File: src/design/servo_sel_pkg.sv
// Shared constants for the speed source select and drive enable logic
package servo_sel_pkg;

  // ----------------------------------------------------------------
  // Timing
  // ----------------------------------------------------------------
  localparam int CLK_HZ          = 200_000_000;
  localparam int CLK_PERIOD_NS   = 5;
  localparam int POWERON_MS      = 2000;
  localparam int POWERON_CYCLES  = POWERON_MS * (CLK_HZ / 1000);
  localparam int DEBOUNCE_NS     = 1000;
  localparam int DEBOUNCE_CYCLES = (DEBOUNCE_NS + CLK_PERIOD_NS - 1) / CLK_PERIOD_NS;

  // ----------------------------------------------------------------
  // Register map (byte addresses)
  // ----------------------------------------------------------------
  localparam int          ADDR_W        = 8;
  localparam logic [7:0]  ADDR_CTRL     = 8'h00;
  localparam logic [7:0]  ADDR_STATUS   = 8'h04;
  localparam logic [7:0]  ADDR_GEAR1    = 8'h08;
  localparam logic [7:0]  ADDR_GEAR2    = 8'h0c;
  localparam logic [7:0]  ADDR_PRESET   = 8'h10;
  localparam logic [7:0]  ADDR_PRESET_END = 8'h30;
  localparam int          PRESET_COUNT  = 8;

  // Control register fields
  localparam int          CTRL_MODE_LSB = 0;
  localparam int          CTRL_SRC_LSB  = 2;
  localparam int          CTRL_SEQ_LSB  = 4;
  localparam logic [31:0] CTRL_MASK     = 32'h0000_003f;
  localparam logic [31:0] CTRL_RESET    = 32'h0000_0001;
  localparam int          SEQ_BRAKE_BIT = 0;
  localparam int          SEQ_CLEAR_BIT = 1;

  // Status register fields
  localparam int          ST_READY      = 0;
  localparam int          ST_SERVO      = 1;
  localparam int          ST_ANALOG     = 2;
  localparam int          ST_IDX_LSB    = 3;
  localparam int          ST_IN_LSB     = 6;

  localparam logic [31:0] GEAR_RESET    = 32'h0000_0001;
  localparam logic [31:0] PRESET_RESET  = 32'h0000_0000;

  localparam logic [1:0]  RESP_OKAY     = 2'b00;
  localparam logic [1:0]  RESP_SLVERR   = 2'b10;

  typedef enum logic [1:0] {
    MODE_POSITION,
    MODE_VELOCITY,
    MODE_TORQUE,
    MODE_FULL_CLOSED
  } ctrl_mode_t;

endpackage

File: src/design/input_filter.sv
// Three-stage synchroniser and stability filter for one discrete input pin
`timescale 1ns/100ps
module input_filter #(
  parameter int STABLE_CYCLES = 200
) (
  input  wire logic clk_sys,
  input  wire logic resetn,
  input  wire logic pin,
  output logic      level_q
);

  localparam int CW = $clog2(STABLE_CYCLES + 1);

  logic          s1_q;
  logic          s2_q;
  logic          s3_q;
  logic [CW-1:0] cnt_q;

  // Open pin idles high, so the chain resets to high
  always_ff @(posedge clk_sys or negedge resetn) begin
    if (!resetn) begin
      s1_q <= 1'b1;
      s2_q <= 1'b1;
      s3_q <= 1'b1;
    end else begin
      s1_q <= pin;
      s2_q <= s1_q;
      s3_q <= s2_q;
    end
  end

  // Contact bounce restarts the count; only a settled level passes
  always_ff @(posedge clk_sys or negedge resetn) begin
    if (!resetn) begin
      cnt_q   <= '0;
      level_q <= 1'b1;
    end else if (s2_q != s3_q || s3_q == level_q) begin
      cnt_q <= '0;
    end else if (cnt_q == CW'(STABLE_CYCLES - 1)) begin
      cnt_q   <= '0;
      level_q <= s3_q;
    end else begin
      cnt_q <= cnt_q + 1'b1;
    end
  end
endmodule

File: src/design/servo_speed_source_select.sv
// Speed source decode, gear select and drive enable gating with register slave
//
// Implementation choices: the AXI4-Lite register port and the placing of the registers.
`timescale 1ns/100ps
module servo_speed_source_select
  import servo_sel_pkg::*;
#(
  parameter int SPEED_W        = 16,
  parameter int GEAR_W         = 16,
  parameter int POWERON_CYC    = POWERON_CYCLES,
  parameter int DEBOUNCE_CYC   = DEBOUNCE_CYCLES
) (
  input  wire logic               clk_sys,
  input  wire logic               resetn,
  input  wire logic               awvalid,
  output logic                    awready,
  input  wire logic [ADDR_W-1:0]  awaddr,
  input  wire logic [2:0]         awprot,
  input  wire logic               wvalid,
  output logic                    wready,
  input  wire logic [31:0]        wdata,
  input  wire logic [3:0]         wstrb,
  output logic                    bvalid,
  input  wire logic               bready,
  output logic [1:0]              bresp,
  input  wire logic               arvalid,
  output logic                    arready,
  input  wire logic [ADDR_W-1:0]  araddr,
  input  wire logic [2:0]         arprot,
  output logic                    rvalid,
  input  wire logic               rready,
  output logic [31:0]             rdata,
  output logic [1:0]              rresp,
  input  wire logic               speed_sel_bit0_n,
  input  wire logic               speed_sel_bit1_n,
  input  wire logic               speed_sel_bit2_n,
  input  wire logic               drive_enable_input_n,
  input  wire logic [SPEED_W-1:0] analog_speed_cmd,
  output logic [SPEED_W-1:0]      speed_cmd_q,
  output logic                    use_analog_q,
  output logic [2:0]              preset_index_q,
  output logic [GEAR_W-1:0]       gear_numerator_q,
  output logic                    servo_on_q,
  output logic                    dyn_brake_q,
  output logic                    deviation_clear_q
);

  localparam int PCW = $clog2(POWERON_CYC + 1);

  // ----------------------------------------------------------------
  // Input conditioning
  // ----------------------------------------------------------------
  logic [3:0] pins;
  logic [3:0] filt;
  logic [2:0] sel;
  logic       enable_in;

  assign pins = {drive_enable_input_n, speed_sel_bit2_n,
                 speed_sel_bit1_n, speed_sel_bit0_n};

  for (genvar i = 0; i < 4; i++) begin : g_filt
    input_filter #(
      .STABLE_CYCLES (DEBOUNCE_CYC)
    ) u_filt (
      .clk_sys (clk_sys),
      .resetn  (resetn),
      .pin     (pins[i]),
      .level_q (filt[i])
    );
  end

  // Shorted to common reads low, so asserted is the inverse
  assign sel       = ~filt[2:0];
  assign enable_in = ~filt[3];

  // ----------------------------------------------------------------
  // Register storage
  // ----------------------------------------------------------------
  logic [31:0]        ctrl_q;
  logic [GEAR_W-1:0]  gear1_q;
  logic [GEAR_W-1:0]  gear2_q;
  logic [SPEED_W-1:0] preset_q [PRESET_COUNT];
  ctrl_mode_t         mode;
  logic [1:0]         src;
  logic [1:0]         seq;

  assign mode = ctrl_mode_t'(ctrl_q[CTRL_MODE_LSB +: 2]);
  assign src  = ctrl_q[CTRL_SRC_LSB +: 2];
  assign seq  = ctrl_q[CTRL_SEQ_LSB +: 2];

  function automatic logic [31:0] merge(input logic [31:0] old,
                                        input logic [31:0] nw,
                                        input logic [3:0]  be);
    logic [31:0] r;
    r = old;
    for (int b = 0; b < 4; b++) begin
      if (be[b]) begin
        r[8*b +: 8] = nw[8*b +: 8];
      end
    end
    return r;
  endfunction

  function automatic logic is_preset(input logic [ADDR_W-1:0] a);
    return a >= ADDR_PRESET && a < ADDR_PRESET_END && a[1:0] == 2'b00;
  endfunction

  function automatic logic [2:0] preset_slot(input logic [ADDR_W-1:0] a);
    logic [ADDR_W-1:0] off;
    off = a - ADDR_PRESET;
    return off[4:2];
  endfunction

  // ----------------------------------------------------------------
  // AXI4-Lite write path
  // ----------------------------------------------------------------
  logic              aw_have_q;
  logic              w_have_q;
  logic [ADDR_W-1:0] wr_addr_q;
  logic [31:0]       wr_data_q;
  logic [3:0]        wr_strb_q;
  logic              commit;
  logic              wr_ok;

  assign commit = aw_have_q && w_have_q && !bvalid;
  assign wr_ok  = wr_addr_q == ADDR_CTRL || wr_addr_q == ADDR_STATUS ||
                  wr_addr_q == ADDR_GEAR1 || wr_addr_q == ADDR_GEAR2 ||
                  is_preset(wr_addr_q);

  always_ff @(posedge clk_sys or negedge resetn) begin
    if (!resetn) begin
      aw_have_q <= 1'b0;
      awready   <= 1'b1;
      wr_addr_q <= '0;
    end else if (awvalid && awready) begin
      aw_have_q <= 1'b1;
      awready   <= 1'b0;
      wr_addr_q <= awaddr;
    end else if (bvalid && bready) begin
      aw_have_q <= 1'b0;
      awready   <= 1'b1;
    end
  end

  always_ff @(posedge clk_sys or negedge resetn) begin
    if (!resetn) begin
      w_have_q  <= 1'b0;
      wready    <= 1'b1;
      wr_data_q <= '0;
      wr_strb_q <= '0;
    end else if (wvalid && wready) begin
      w_have_q  <= 1'b1;
      wready    <= 1'b0;
      wr_data_q <= wdata;
      wr_strb_q <= wstrb;
    end else if (bvalid && bready) begin
      w_have_q <= 1'b0;
      wready   <= 1'b1;
    end
  end

  always_ff @(posedge clk_sys or negedge resetn) begin
    if (!resetn) begin
      bvalid <= 1'b0;
      bresp  <= RESP_OKAY;
    end else if (commit) begin
      bvalid <= 1'b1;
      bresp  <= wr_ok ? RESP_OKAY : RESP_SLVERR;
    end else if (bready) begin
      bvalid <= 1'b0;
    end
  end

  // Status is read-only; a write there is accepted and dropped
  always_ff @(posedge clk_sys or negedge resetn) begin
    if (!resetn) begin
      ctrl_q  <= CTRL_RESET;
      gear1_q <= GEAR_W'(GEAR_RESET);
      gear2_q <= GEAR_W'(GEAR_RESET);
      for (int i = 0; i < PRESET_COUNT; i++) begin
        preset_q[i] <= SPEED_W'(PRESET_RESET);
      end
    end else if (commit) begin
      if (wr_addr_q == ADDR_CTRL) begin
        ctrl_q <= merge(ctrl_q, wr_data_q, wr_strb_q) & CTRL_MASK;
      end
      if (wr_addr_q == ADDR_GEAR1) begin
        gear1_q <= GEAR_W'(merge(32'(gear1_q), wr_data_q, wr_strb_q));
      end
      if (wr_addr_q == ADDR_GEAR2) begin
        gear2_q <= GEAR_W'(merge(32'(gear2_q), wr_data_q, wr_strb_q));
      end
      if (is_preset(wr_addr_q)) begin
        preset_q[preset_slot(wr_addr_q)] <=
          SPEED_W'(merge(32'(preset_q[preset_slot(wr_addr_q)]), wr_data_q, wr_strb_q));
      end
    end
  end

  // ----------------------------------------------------------------
  // AXI4-Lite read path
  // ----------------------------------------------------------------
  logic ready_q;

  function automatic logic [32:0] read_word(input logic [ADDR_W-1:0] a);
    logic [31:0] st;
    st = '0;
    st[ST_READY]            = ready_q;
    st[ST_SERVO]            = servo_on_q;
    st[ST_ANALOG]           = use_analog_q;
    st[ST_IDX_LSB +: 3]     = preset_index_q;
    st[ST_IN_LSB +: 4]      = ~filt;
    if (a == ADDR_CTRL)   return {1'b1, ctrl_q};
    if (a == ADDR_STATUS) return {1'b1, st};
    if (a == ADDR_GEAR1)  return {1'b1, 32'(gear1_q)};
    if (a == ADDR_GEAR2)  return {1'b1, 32'(gear2_q)};
    if (is_preset(a))     return {1'b1, 32'(preset_q[preset_slot(a)])};
    return {1'b0, 32'h0000_0000};
  endfunction

  logic [32:0] rd_word;

  always_comb begin
    rd_word = read_word(araddr);
  end

  always_ff @(posedge clk_sys or negedge resetn) begin
    if (!resetn) begin
      arready <= 1'b1;
      rvalid  <= 1'b0;
      rdata   <= '0;
      rresp   <= RESP_OKAY;
    end else if (arvalid && arready) begin
      arready <= 1'b0;
      rvalid  <= 1'b1;
      rdata   <= rd_word[31:0];
      rresp   <= rd_word[32] ? RESP_OKAY : RESP_SLVERR;
    end else if (rvalid && rready) begin
      arready <= 1'b1;
      rvalid  <= 1'b0;
    end
  end

  // ----------------------------------------------------------------
  // Speed source and gear decode
  // ----------------------------------------------------------------
  logic              analog_d;
  logic [2:0]        idx_d;
  logic [GEAR_W-1:0] gear_d;

  // Decoded every cycle from filtered inputs; the registered outputs follow one clock later
  always_comb begin
    analog_d = 1'b1;
    idx_d    = 3'h0;
    gear_d   = gear1_q;
    case (mode)
      MODE_VELOCITY: begin
        case (src)
          2'd0: analog_d = 1'b1;
          2'd1: begin
            analog_d = 1'b0;
            idx_d    = {1'b0, sel[1:0]};
          end
          2'd2: begin
            analog_d = &sel[1:0];
            idx_d    = {1'b0, sel[1:0]};
          end
          2'd3: begin
            analog_d = 1'b0;
            idx_d    = sel;
          end
          default: analog_d = 1'b1;
        endcase
      end
      MODE_POSITION, MODE_FULL_CLOSED: begin
        gear_d = sel[2] ? gear2_q : gear1_q;
      end
      MODE_TORQUE: analog_d = 1'b1;
      default: analog_d = 1'b1;
    endcase
  end

  // Slots 4..7 are the upper preset group at their own addresses
  always_ff @(posedge clk_sys or negedge resetn) begin
    if (!resetn) begin
      use_analog_q     <= 1'b1;
      preset_index_q   <= 3'h0;
      speed_cmd_q      <= '0;
      gear_numerator_q <= GEAR_W'(GEAR_RESET);
    end else begin
      use_analog_q     <= analog_d;
      preset_index_q   <= idx_d;
      speed_cmd_q      <= analog_d ? analog_speed_cmd : preset_q[idx_d];
      gear_numerator_q <= gear_d;
    end
  end

  // ----------------------------------------------------------------
  // Drive enable gating
  // ----------------------------------------------------------------
  logic [PCW-1:0] pon_cnt_q;
  logic           servo_d;

  // Power-on hold-off before drive enable is honoured
  always_ff @(posedge clk_sys or negedge resetn) begin
    if (!resetn) begin
      pon_cnt_q <= '0;
      ready_q   <= 1'b0;
    end else if (!ready_q) begin
      if (pon_cnt_q == PCW'(POWERON_CYC - 1)) begin
        ready_q <= 1'b1;
      end else begin
        pon_cnt_q <= pon_cnt_q + 1'b1;
      end
    end
  end

  assign servo_d = ready_q && enable_in;

  // Host may not use enable to start or stop motion; no ramp is applied here
  always_ff @(posedge clk_sys or negedge resetn) begin
    if (!resetn) begin
      servo_on_q        <= 1'b0;
      dyn_brake_q       <= 1'b0;
      deviation_clear_q <= 1'b0;
    end else begin
      servo_on_q        <= servo_d;
      deviation_clear_q <= servo_on_q && !servo_d && seq[SEQ_CLEAR_BIT];
      if (servo_d) begin
        dyn_brake_q <= 1'b0;
      end else if (servo_on_q) begin
        dyn_brake_q <= seq[SEQ_BRAKE_BIT];
      end
    end
  end
endmodule

File: config.mk
export PLATFORM = sky130hd
export DESIGN_NAME = servo_speed_source_select
export DESIGN_NICKNAME = d
export VERILOG_FILES = /design/src/design/servo_sel_pkg.sv /design/src/design/input_filter.sv /design/src/design/servo_speed_source_select.sv
export SDC_FILE = /design/constraint.sdc
export NUM_CORES = 1
export LEC_CHECK = 0
export ABC_AREA = 1
export BUFFER_PORTS_ARGS = -buffer_cell sky130_fd_sc_hd__buf_2
export CORE_ASPECT_RATIO = 1.25
export CORE_UTILIZATION = 45
export CTS_CLUSTER_DIAMETER = 150
export CTS_CLUSTER_SIZE = 8
export DETAILED_ROUTE_END_ITERATION = 8
export GPL_TIMING_DRIVEN = 0
export HOLD_SLACK_MARGIN = 0.06
export PLACE_DENSITY_LB_ADDON = 0.12
export SKIP_LAST_GASP = 1
export SYNTH_ARGS = -nofsm -noshare
export SYNTH_HDL_FRONTEND = slang
export SYNTH_SLANG_ARGS = --single-unit
File: constraint.sdc
create_clock -name clk_sys -period 2 [get_ports clk_sys]
set_input_delay 0.1 -clock clk_sys [delete_from_list [all_inputs] [get_ports clk_sys]]
set_output_delay 0.1 -clock clk_sys [all_outputs]
set_load 0.005 [all_outputs]
## Word-level counts from Yosys, hierarchy flattened

Index checks and enable logic that the tools add are counted.

- Flip-flop bits (word level): 352
- Input bits: 85
- Output and inout port bits: 80
- Word-level logic and storage cells: 233

- $add $sub $neg: 7
- Magnitude comparators: 8
- Equal/unequal tests: 24
- Mux-type cells: 76
- Bitwise logic cells: 12
- Reductions and logical operators: 51

Operator list:

| cell | count |
|---|---|
| $mux W33 | 10 |
| $mux W16 | 10 |
| $bmux W16 S3 | 3 |
| $bwmux W128 | 1 |
| $mux W8 | 14 |
| $demux W16 S3 | 1 |
| $add A8 B1 Y8 const B | 4 |
| $eq A8 B4 Y1 const B | 4 |
| $eq A8 B8 Y1 const B | 4 |
| $mux W1 | 32 |
| $add A29 B1 Y29 const B | 1 |
| $eq A29 B29 Y1 const B | 1 |
| $eq A8 B3 Y1 const B | 2 |
| $ge A8 B5 Y1 const B | 2 |
| $logic_not A8 Y1 | 2 |
| $lt A8 B6 Y1 const B | 2 |
| $logic_and A1 B1 Y1 | 15 |
| $reduce_and A3 Y1 | 5 |
| $reduce_and A2 Y1 | 7 |
| $ge A4 B4 Y1 const B | 3 |
| $not A3 Y4 | 3 |
| $reduce_bool A2 Y1 | 5 |
| $sub A5 B5 Y5 const B | 2 |
| $logic_not A2 Y1 | 4 |
| other kinds (15) | 41 |

## Depth between registers and ports, before layout

Gate-level depths: netlist of run 1.

- Depth after elaboration: 18
- Depth in mapped cells: 12
- Gate-level depth less buffers: 11

## Modules after synthesis

From an unflattened synthesis of run 1, not the netlist that was laid out.

- Cells, all modules: 2530
- Area total of the unflattened synthesis: 18606.6 µm²

By module, submodules not included:

| module | instances | cells each | area each (µm²) | sequential area each (µm²) |
|---|---|---|---|---|
| servo_speed_source_select | 1 | 2242 | 16014.1 | 7166.9 |
| input_filter | 4 | 72 | 648.1 | 305.3 |

## Worst setup path before layout of run 1

OpenSTA, ideal clock, no wires.

- Path kind: register to register
- Start point: register ctrl_q[3]
- End point: register speed_cmd_q[10]
- Library setup time: 66 ps
- Data arrival time: 1752 ps
- Data required time: 1934 ps
- Setup slack: 182 ps
- Cell stages (with the launch flop): 12
- Path buffers: 1
- Period minus slack after synthesis: 1818 ps
- Cells stage by stage: dfrtp_1 inv_1 ha_1 inv_1 nand2_1 nand3_1 nor2_1 inv_1 clkbuf_1 nand3_1 nand3_1 nand2_1

- Cells in the longest elaborated chain, start to end: 9
- Elaborated cells on any way between the ends: 15
- Classes of those cells: eq/ne: 3; mux: 8; bitwise: 1; reduce/logical: 3

RTL lines:

| item | line | RTL |
|---|---|---|
| from (decl) | servo_speed_source_select.sv:79 | `logic [31:0] ctrl_q;` |
| from (signal assigned) | servo_speed_source_select.sv:185 | `ctrl_q <= merge(ctrl_q, wr_data_q, wr_strb_q) & CTRL_MASK;` |
| $eq A2 B2 Y1 / $eq A2 B1 Y1 (equally long branches) | servo_speed_source_select.sv:258 | `case (src)` |
| $reduce_or A2 Y1 (no line) | - |  |
| $pmux W3 S2 | servo_speed_source_select.sv:258 |  |
| $mux W3 | servo_speed_source_select.sv:256 | `case (mode)` |
| $not A3 Y4 (implied by the code) | servo_speed_source_select.sv:293 | `speed_cmd_q <= analog_d ? analog_speed_cmd : preset_q[idx_d];` |
| $bmux W16 S3 | servo_speed_source_select.sv:293 |  |
| $mux W16 (implied by the code) (2 in series) | servo_speed_source_select.sv:293 |  |
| $mux W16 (*) | servo_speed_source_select.sv:293 |  |
| to (signal assigned) | servo_speed_source_select.sv:293 |  |
| to (decl) | servo_speed_source_select.sv:39 | `output logic [SPEED_W-1:0] speed_cmd_q,` |

Every way passes the cells marked *; elsewhere a longest branch is shown, timed or not. The select of a mux whose other input is x is not followed.
A chain may end at the register's enable or synchronous reset.

## Final worst setup path of run 1

- Start point: register ctrl_q[2]
- End point: register speed_cmd_q[9]

The elaborated chain is that of the path after synthesis.

==> impl_metrics.toml, run 1 <==
[global_routing]
grt_use_total = 0.330
grt_pass1_vias = 16800
grt_antenna_before_repair = 1
grt_first_pass_wirelength_mm = 98.2
grt-ovfl-total = 0
grt_max_degree = 118

[worst_hold_path]
hp-class = "in -> async"

[cts]
htree_levels = 2
clockRootBuffer = "clkbuf_16"
cts_max_path_buffers = 3
cts.sinks = 334
clkLatencyLatePin_ns = 0.59
cts_buffers = 47
cts_tree = "built"
clk_pin_slew_ns = 0.06

[die]
dieArea_um2 = 39500
core_um2 = 38100
die_y_um = 222
io_pins = 165
fp-row-count = 80
start_util = 0.456
die_w_um = 178

[synthesis]
synth-seq-cells = 334
yosys.area.top_type_share = 0.446
synth.distinct_cells = 40
syn_avg_cell_area_um2 = 7.46
synth-edff-count = 0
synthTopCellsByArea = "dfrtp_1, nand2_1, inv_1"
synth_ff_type = "dfrtp_1"
synth-async-reset-ratio = 1.00
synth_cells = 2333
yosysMostFrequentCell = "nand2_1"
synth_area_um2 = 17400
synth_largest_area_cell = "dfrtp_1"
synth_common_cells = "nand2_1, dfrtp_1, inv_1, nor2_1, a21oi_1"
yosysSeqAreaShare = 0.482
yosysWarnings = 0

[timing]
min_period_over_period = 1.07
layout_min_cycle_time_ns = 2.14
skew_ns = 0.0435
hold_viol = 0
slew_headroom = 0.402
fin_ws_ns = -0.140
setup_viol = 16
max_freq_mhz = 467
slew_violations = 0
worstMarginPinSlew_ns = 0.892
rsz0062_at_grt = "yes"
worst_hold_slack_ns = 0.0645

[setup_path]
arrival_ns = 2.58
path_max_fanout = 8
critPathRequiredTime_ns = 2.44
critPathCaptureType = "flip-flop"
worstSetupPathType = "reg -> reg"
startpoint_type = "flip-flop"
regToRegSetupSlack_ns = -0.14

[routing]
drc = 0
wire_per_inst_um = 20.4
drt_wl_total_mm = 64.3
postRouteAntennaNets = 0
vias_per_cell = 5.44
drt_iter0_markers = 1473
vias = 17100
dr.pass1.iters = 6

[power_and_ir_drop]
ir_worst_vdd_mv = 0.680
cell_internal_pwr_mw = 14.6
p_seq_frac = 0.392
power.switching_mw = 8.89
power.leakage_nw = 11.1
swShare = 0.378
p_per_area_nw_per_um2 = 1080
p_comb_frac = 0.285
clockPowerShare = 0.323

[layout]
final_nets = 2718
stdcell_count = 3147
n_antenna_cell = 0
nFillCells = 3572
syn_to_final_growth_pct = 24.6
layout-drive-gt1-share = 0.173

[placement]
io_buffers = 120
place_congestion = 0.967
place_inst = 2964
post-dp-hpwl_mm = 46.2

[status]
violations = "negative setup slack"
status = "finished with violations"

[run]
timing.max_cap.violations = 0
cell type report:
type,count,area (µm²),area share
Tap cell,492,616,0.0284
Clock inverter,2,50.0,0.00231
Timing Repair Buffer,230,1720,0.0793
Multi-Input combinational cell,1703,8100,0.373
Buffer,105,702,0.0324
Sequential cell,334,8390,0.387
Clock buffer,78,1320,0.0611
Inverter,203,786,0.0362
worst max-delay path: stages (launching register included):
cell and delay, ns:
dfrtp_1 0.40, inv_2 0.08, ha_4 0.26, inv_2 0.03, nand2_2 0.06, nand4_1 0.14
buf_6 0.20, buf_12 0.16, buf_8 0.14, o211ai_1 0.24, nand3_1 0.14, nand3_2 0.11
nand2_1 0.05
kinds of logic after synthesis:
family / Yosys count / synth area share
other: 1 / 0.000215
and+or+nand+nor: 1317 / 0.312
buffers and inverters: 313 / 0.0761
DFF: 334 / 0.482
muxes: 15 / 0.00971
xor gates and xnor gates: 19 / 0.00956
AOI/OAI and AO/OA: 325 / 0.104
adders and majority gates: 9 / 0.00647
placed cells by master, fill, tap and decap left out, drive strengths merged:
cell type / Yosys / routed
ha: 9 / 9
dlygate4sd3: 0 / 55
nand3b: 15 / 15
inv: 198 / 199
or2: 5 / 5
nor2: 171 / 171
nor3b: 3 / 3
a21oi: 131 / 131
nor4: 3 / 3
o21ai: 118 / 118
buf: 71 / 239
o2111ai: 7 / 7
o211ai: 39 / 39
dfstp: 24 / 24
mux2: 15 / 15
conb: 1 / 18
xnor2: 5 / 5
a31oi: 6 / 6
o22ai: 15 / 15
nand4: 44 / 44
nand2: 918 / 918
clkinv: 5 / 6
dfrtp: 310 / 310
a22oi: 9 / 9
nand3: 117 / 117
clkbuf: 39 / 119
nor3: 39 / 39
and3: 2 / 2
xor2: 14 / 14
state kept, by name (all words and copies together), names as in the netlist, 2 cells and up:
register,cells
wr_data_q,16
g_filt.u_filt.s1_q,4
speed_cmd_q,16
g_filt.u_filt.s2_q,4
preset_q,128
g_filt.u_filt.s3_q,4
wr_addr_q,8
g_filt.u_filt.cnt_q,32
gear2_q,16
rdata,16
g_filt.u_filt.level_q,4
ctrl_q,6
wr_strb_q,2
preset_index_q,3
gear_numerator_q,16
pon_cnt_q,29
gear1_q,16
through the flow:
stage | worst slack, ns | utilization | power, mW | TNS (ns) | cell area, µm²
2_1_floorplan | 0.182 | - | 12.3 | 0 | 17500
3_3_place_gp | -5.76 | 0.490 | 14.9 | -1958.45 | 18700
3_5_place_dp | -0.952 | 0.492 | 15.0 | -112.90 | 18700
4_1_cts | -0.129 | 0.559 | 23.1 | -2.93 | 21300
5_1_grt | -0.249 | 0.569 | 24.6 | -3.05 | 21700
6_report | -0.140 | 0.569 | 23.5 | -1.44 | 21700
what timing repair did:
| item | in CTS | in global routing |
|---|---|---|
| gates cloned | 2 | 0 |
| pin swaps | 27 | 39 |
| endpoints found under the setup margin | 223 | 307 |
| setup buffers | 37 | 15 |
| endpoints found under the hold margin | 165 | 0 |
| gates resized for setup | 114 | 83 |
| hold buffers | 55 | 0 |
path summary, 6_finish.rpt:
| check | startpoint | to | cells past startpoint |
|---|---|---|---|
| max | ctrl_q[2] | speed_cmd_q[9] | 12 |
| min | resetn | g_filt[0].u_filt.cnt_q[6] | 2 |
| max reg2reg | ctrl_q[2] | speed_cmd_q[9] | 12 |
| min reg2reg | g_filt[1].u_filt.s1_q | g_filt[1].u_filt.s2_q | 0 |
| max in group asynchronous | resetn | g_filt[3].u_filt.cnt_q[1] | 4 |
| min in group clk_sys | wvalid | wr_strb_q[0] | 5 |
metal layers:
metal / global-route usage / up-vias / routed length [µm]
li1: - / 8048 / -
met1: 0.416 / 8111 / 25700
met2: 0.547 / 764 / 30700
met3: 0.0480 / 198 / 4310
met4: 0.172 / 0 / 3580
met5: 0 / - / 0
power by group through the flow:
stage	combinational (mW)	clock, mW	sequential (mW)
after detailed placement	5.83	0	9.16
final	6.70	7.59	9.22
after global placement	5.73	0	9.16
after floorplan	3.48	0	8.85
after CTS	6.28	7.72	9.12
after global routing	7.24	7.99	9.35
Note: power is estimated with default switching activity, not from simulation.
==> inputs of run 2 (changes only) <==
--- a/config.mk
+++ b/config.mk
@@ -8,7 +8,7 @@
 export ABC_AREA = 1
 export BUFFER_PORTS_ARGS = -buffer_cell sky130_fd_sc_hd__buf_2
 export CORE_ASPECT_RATIO = 1.25
-export CORE_UTILIZATION = 45
+export CORE_UTILIZATION = 32
 export CTS_CLUSTER_DIAMETER = 150
 export CTS_CLUSTER_SIZE = 8
 export DETAILED_ROUTE_END_ITERATION = 8
==> run 2 against run 1 <==
  * The flow still finishes with violations (negative setup slack)
  * Wire length is 7.7% higher
  * Global-route usage decreased by 7.8 points
  * Setup slack gained 0.014 ns
  * Maximum frequency grew 0.65%
  * Highest routed layer is now met5
==> impl_metrics.toml, run 2 (synthesized netlist as in run 1, its figures left out) <==
[status]
status = "finished with violations"
violations = "negative setup slack"

[layout]
final_common_cell = "nand2_1"
regMostFlops = "preset_q"
top_regs = "preset_q (128), g_filt.u_filt.cnt_q (32), pon_cnt_q (29)"
stdcell_count = 3361
n_antenna_cell = 0
nFillCells = 5650
layout-drive-gt1-share = 0.170
syn_to_final_growth_pct = 25.3
multi_input_comb_area_um2 = 8100
final_nets = 2700
seq_area_um2 = 8390
layout_common_cells = "nand2_1, dfrtp_1, inv_1"
largest_reg_flops = 128
finalInstanceArea_um2 = 21800

[setup_path]
worstReg2RegEnd = "speed_cmd_q[7]"
critPathCaptureType = "flip-flop"
regToRegSetupSlack_ns = -0.13
arrival_ns = 2.60
rr_startpoint = "ctrl_q[3]"
r2r_cells = 12
path_max_fanout = 6
worstSetupStartpoint = "ctrl_q[3]"
critPathRequiredTime_ns = 2.47
startpoint_type = "flip-flop"
worstSetupPathType = "reg -> reg"

[timing]
rsz0062_at_grt = "yes"
setup_viol = 16
worstMarginPinSlew_ns = 1.08
skew_ns = 0.0206
max_freq_mhz = 470
hold_viol = 0
slew_violations = 0
min_period_over_period = 1.06
fin_ws_ns = -0.126
worst_hold_slack_ns = 0.0786
slew_headroom = 0.277
layout_min_cycle_time_ns = 2.13

[cts]
htree_levels = 2
cts.sinks = 334
clk_pin_slew_ns = 0.05
clkLatencyLatePin_ns = 0.60
cts_buffers = 47
cts_max_path_buffers = 3
cts_tree = "built"
clockRootBuffer = "clkbuf_16"

[worst_hold_path]
hp-class = "in -> reg"
hp-start = "wvalid"
hold_path_end = "wr_data_q[2]"
hold_depth = 5

[die]
die_w_um = 211
start_util = 0.324
die_y_um = 263
core_um2 = 53700
io_pins = 165
dieArea_um2 = 55300
fp-row-count = 95

[power_and_ir_drop]
power.leakage_nw = 10.9
ir_worst_vdd_mv = 0.575
power.total_mw = 23.6
p_per_area_nw_per_um2 = 1080

[placement]
io_buffers = 120
post-dp-hpwl_mm = 50.0
place_congestion = 0.940
dp_slack_ns = -1.15
place_inst = 3199
place_area_um2 = 19000

[global_routing]
grt_pass1_vias = 16800
grt_first_pass_wirelength_mm = 105
grt_antenna_before_repair = 1
grt-ovfl-total = 0
grt_use_total = 0.253
grt_max_degree = 119

[routing]
vias_per_cell = 5.02
drt_iter0_markers = 1228
drt_wl_total_mm = 69.2
vias = 16900
postRouteAntennaNets = 0
drc = 0
dr.pass1.iters = 7
wire_per_inst_um = 20.6

[run]
timing.max_cap.violations = 0
-- run 2: critical path, cell delays in order (launching register included) --
cell and delay [ns]:
dfrtp_1 0.42, inv_2 0.08, ha_4 0.26, inv_2 0.03, nand2_2 0.05, nand4_1 0.10
buf_6 0.18, buf_12 0.15, buf_12 0.13, o211ai_1 0.32, nand3_1 0.14, nand3_2 0.09
nand2_1 0.05
-- run 2: timing repair --
action / CTS / global route
pin swaps: 33 / 30
setup buffers: 33 / 1
cloned: 1 / 0
endpoints found under the setup margin: 225 / 194
hold buffers: 56 / 0
gates resized for setup: 138 / 65
hold endpoints to repair: 163 / 0
-- run 2: worst max-delay path by stage --
| stage | endpoint | cells past startpoint |
|---|---|---|
| 2_1_floorplan | speed_cmd_q[10] | 11 |
| 3_3_place_gp | g_filt[3].u_filt.cnt_q[0] | 1 |
| 3_5_place_dp | speed_cmd_q[9] | 11 |
| 4_1_cts | speed_cmd_q[8] | 11 |
| 5_1_grt | speed_cmd_q[8] | 12 |
| 6_report | speed_cmd_q[7] | 12 |
-- run 2: final cells by class --
| cell class | count | area share |
|---|---|---|
| inverters | 203 | 0.0359 |
| clock inverters | 2 | 0.00275 |
| clock buffers | 75 | 0.0592 |
| well taps | 727 | 0.0417 |
| flip-flops and latches | 334 | 0.385 |
| multi-input cells | 1703 | 0.371 |
| plain buffers | 104 | 0.0325 |
| repair buffers | 213 | 0.0717 |
-- run 2: where the power goes --
group	internal, mW	switching, mW
Sequential	8.03	1.22
Combinational	2.04	4.67
Clock	4.39	3.20
-- run 2: per-layer routing --
layer	routed length, µm	vias to the layer above	GRT usage
met5	13	-	0
met4	3420	2	0.113
met3	4410	196	0.0391
met2	32500	655	0.422
met1	28900	8012	0.321
li1	-	8016	-
-- run 2: stage by stage --
step | util | TNS [ns]
2_1_floorplan | - | 0
3_3_place_gp | 0.353 | -2046.89
3_5_place_dp | 0.354 | -108.04
4_1_cts | 0.403 | -0.518
5_1_grt | 0.406 | -2.39
6_report | 0.406 | -0.968
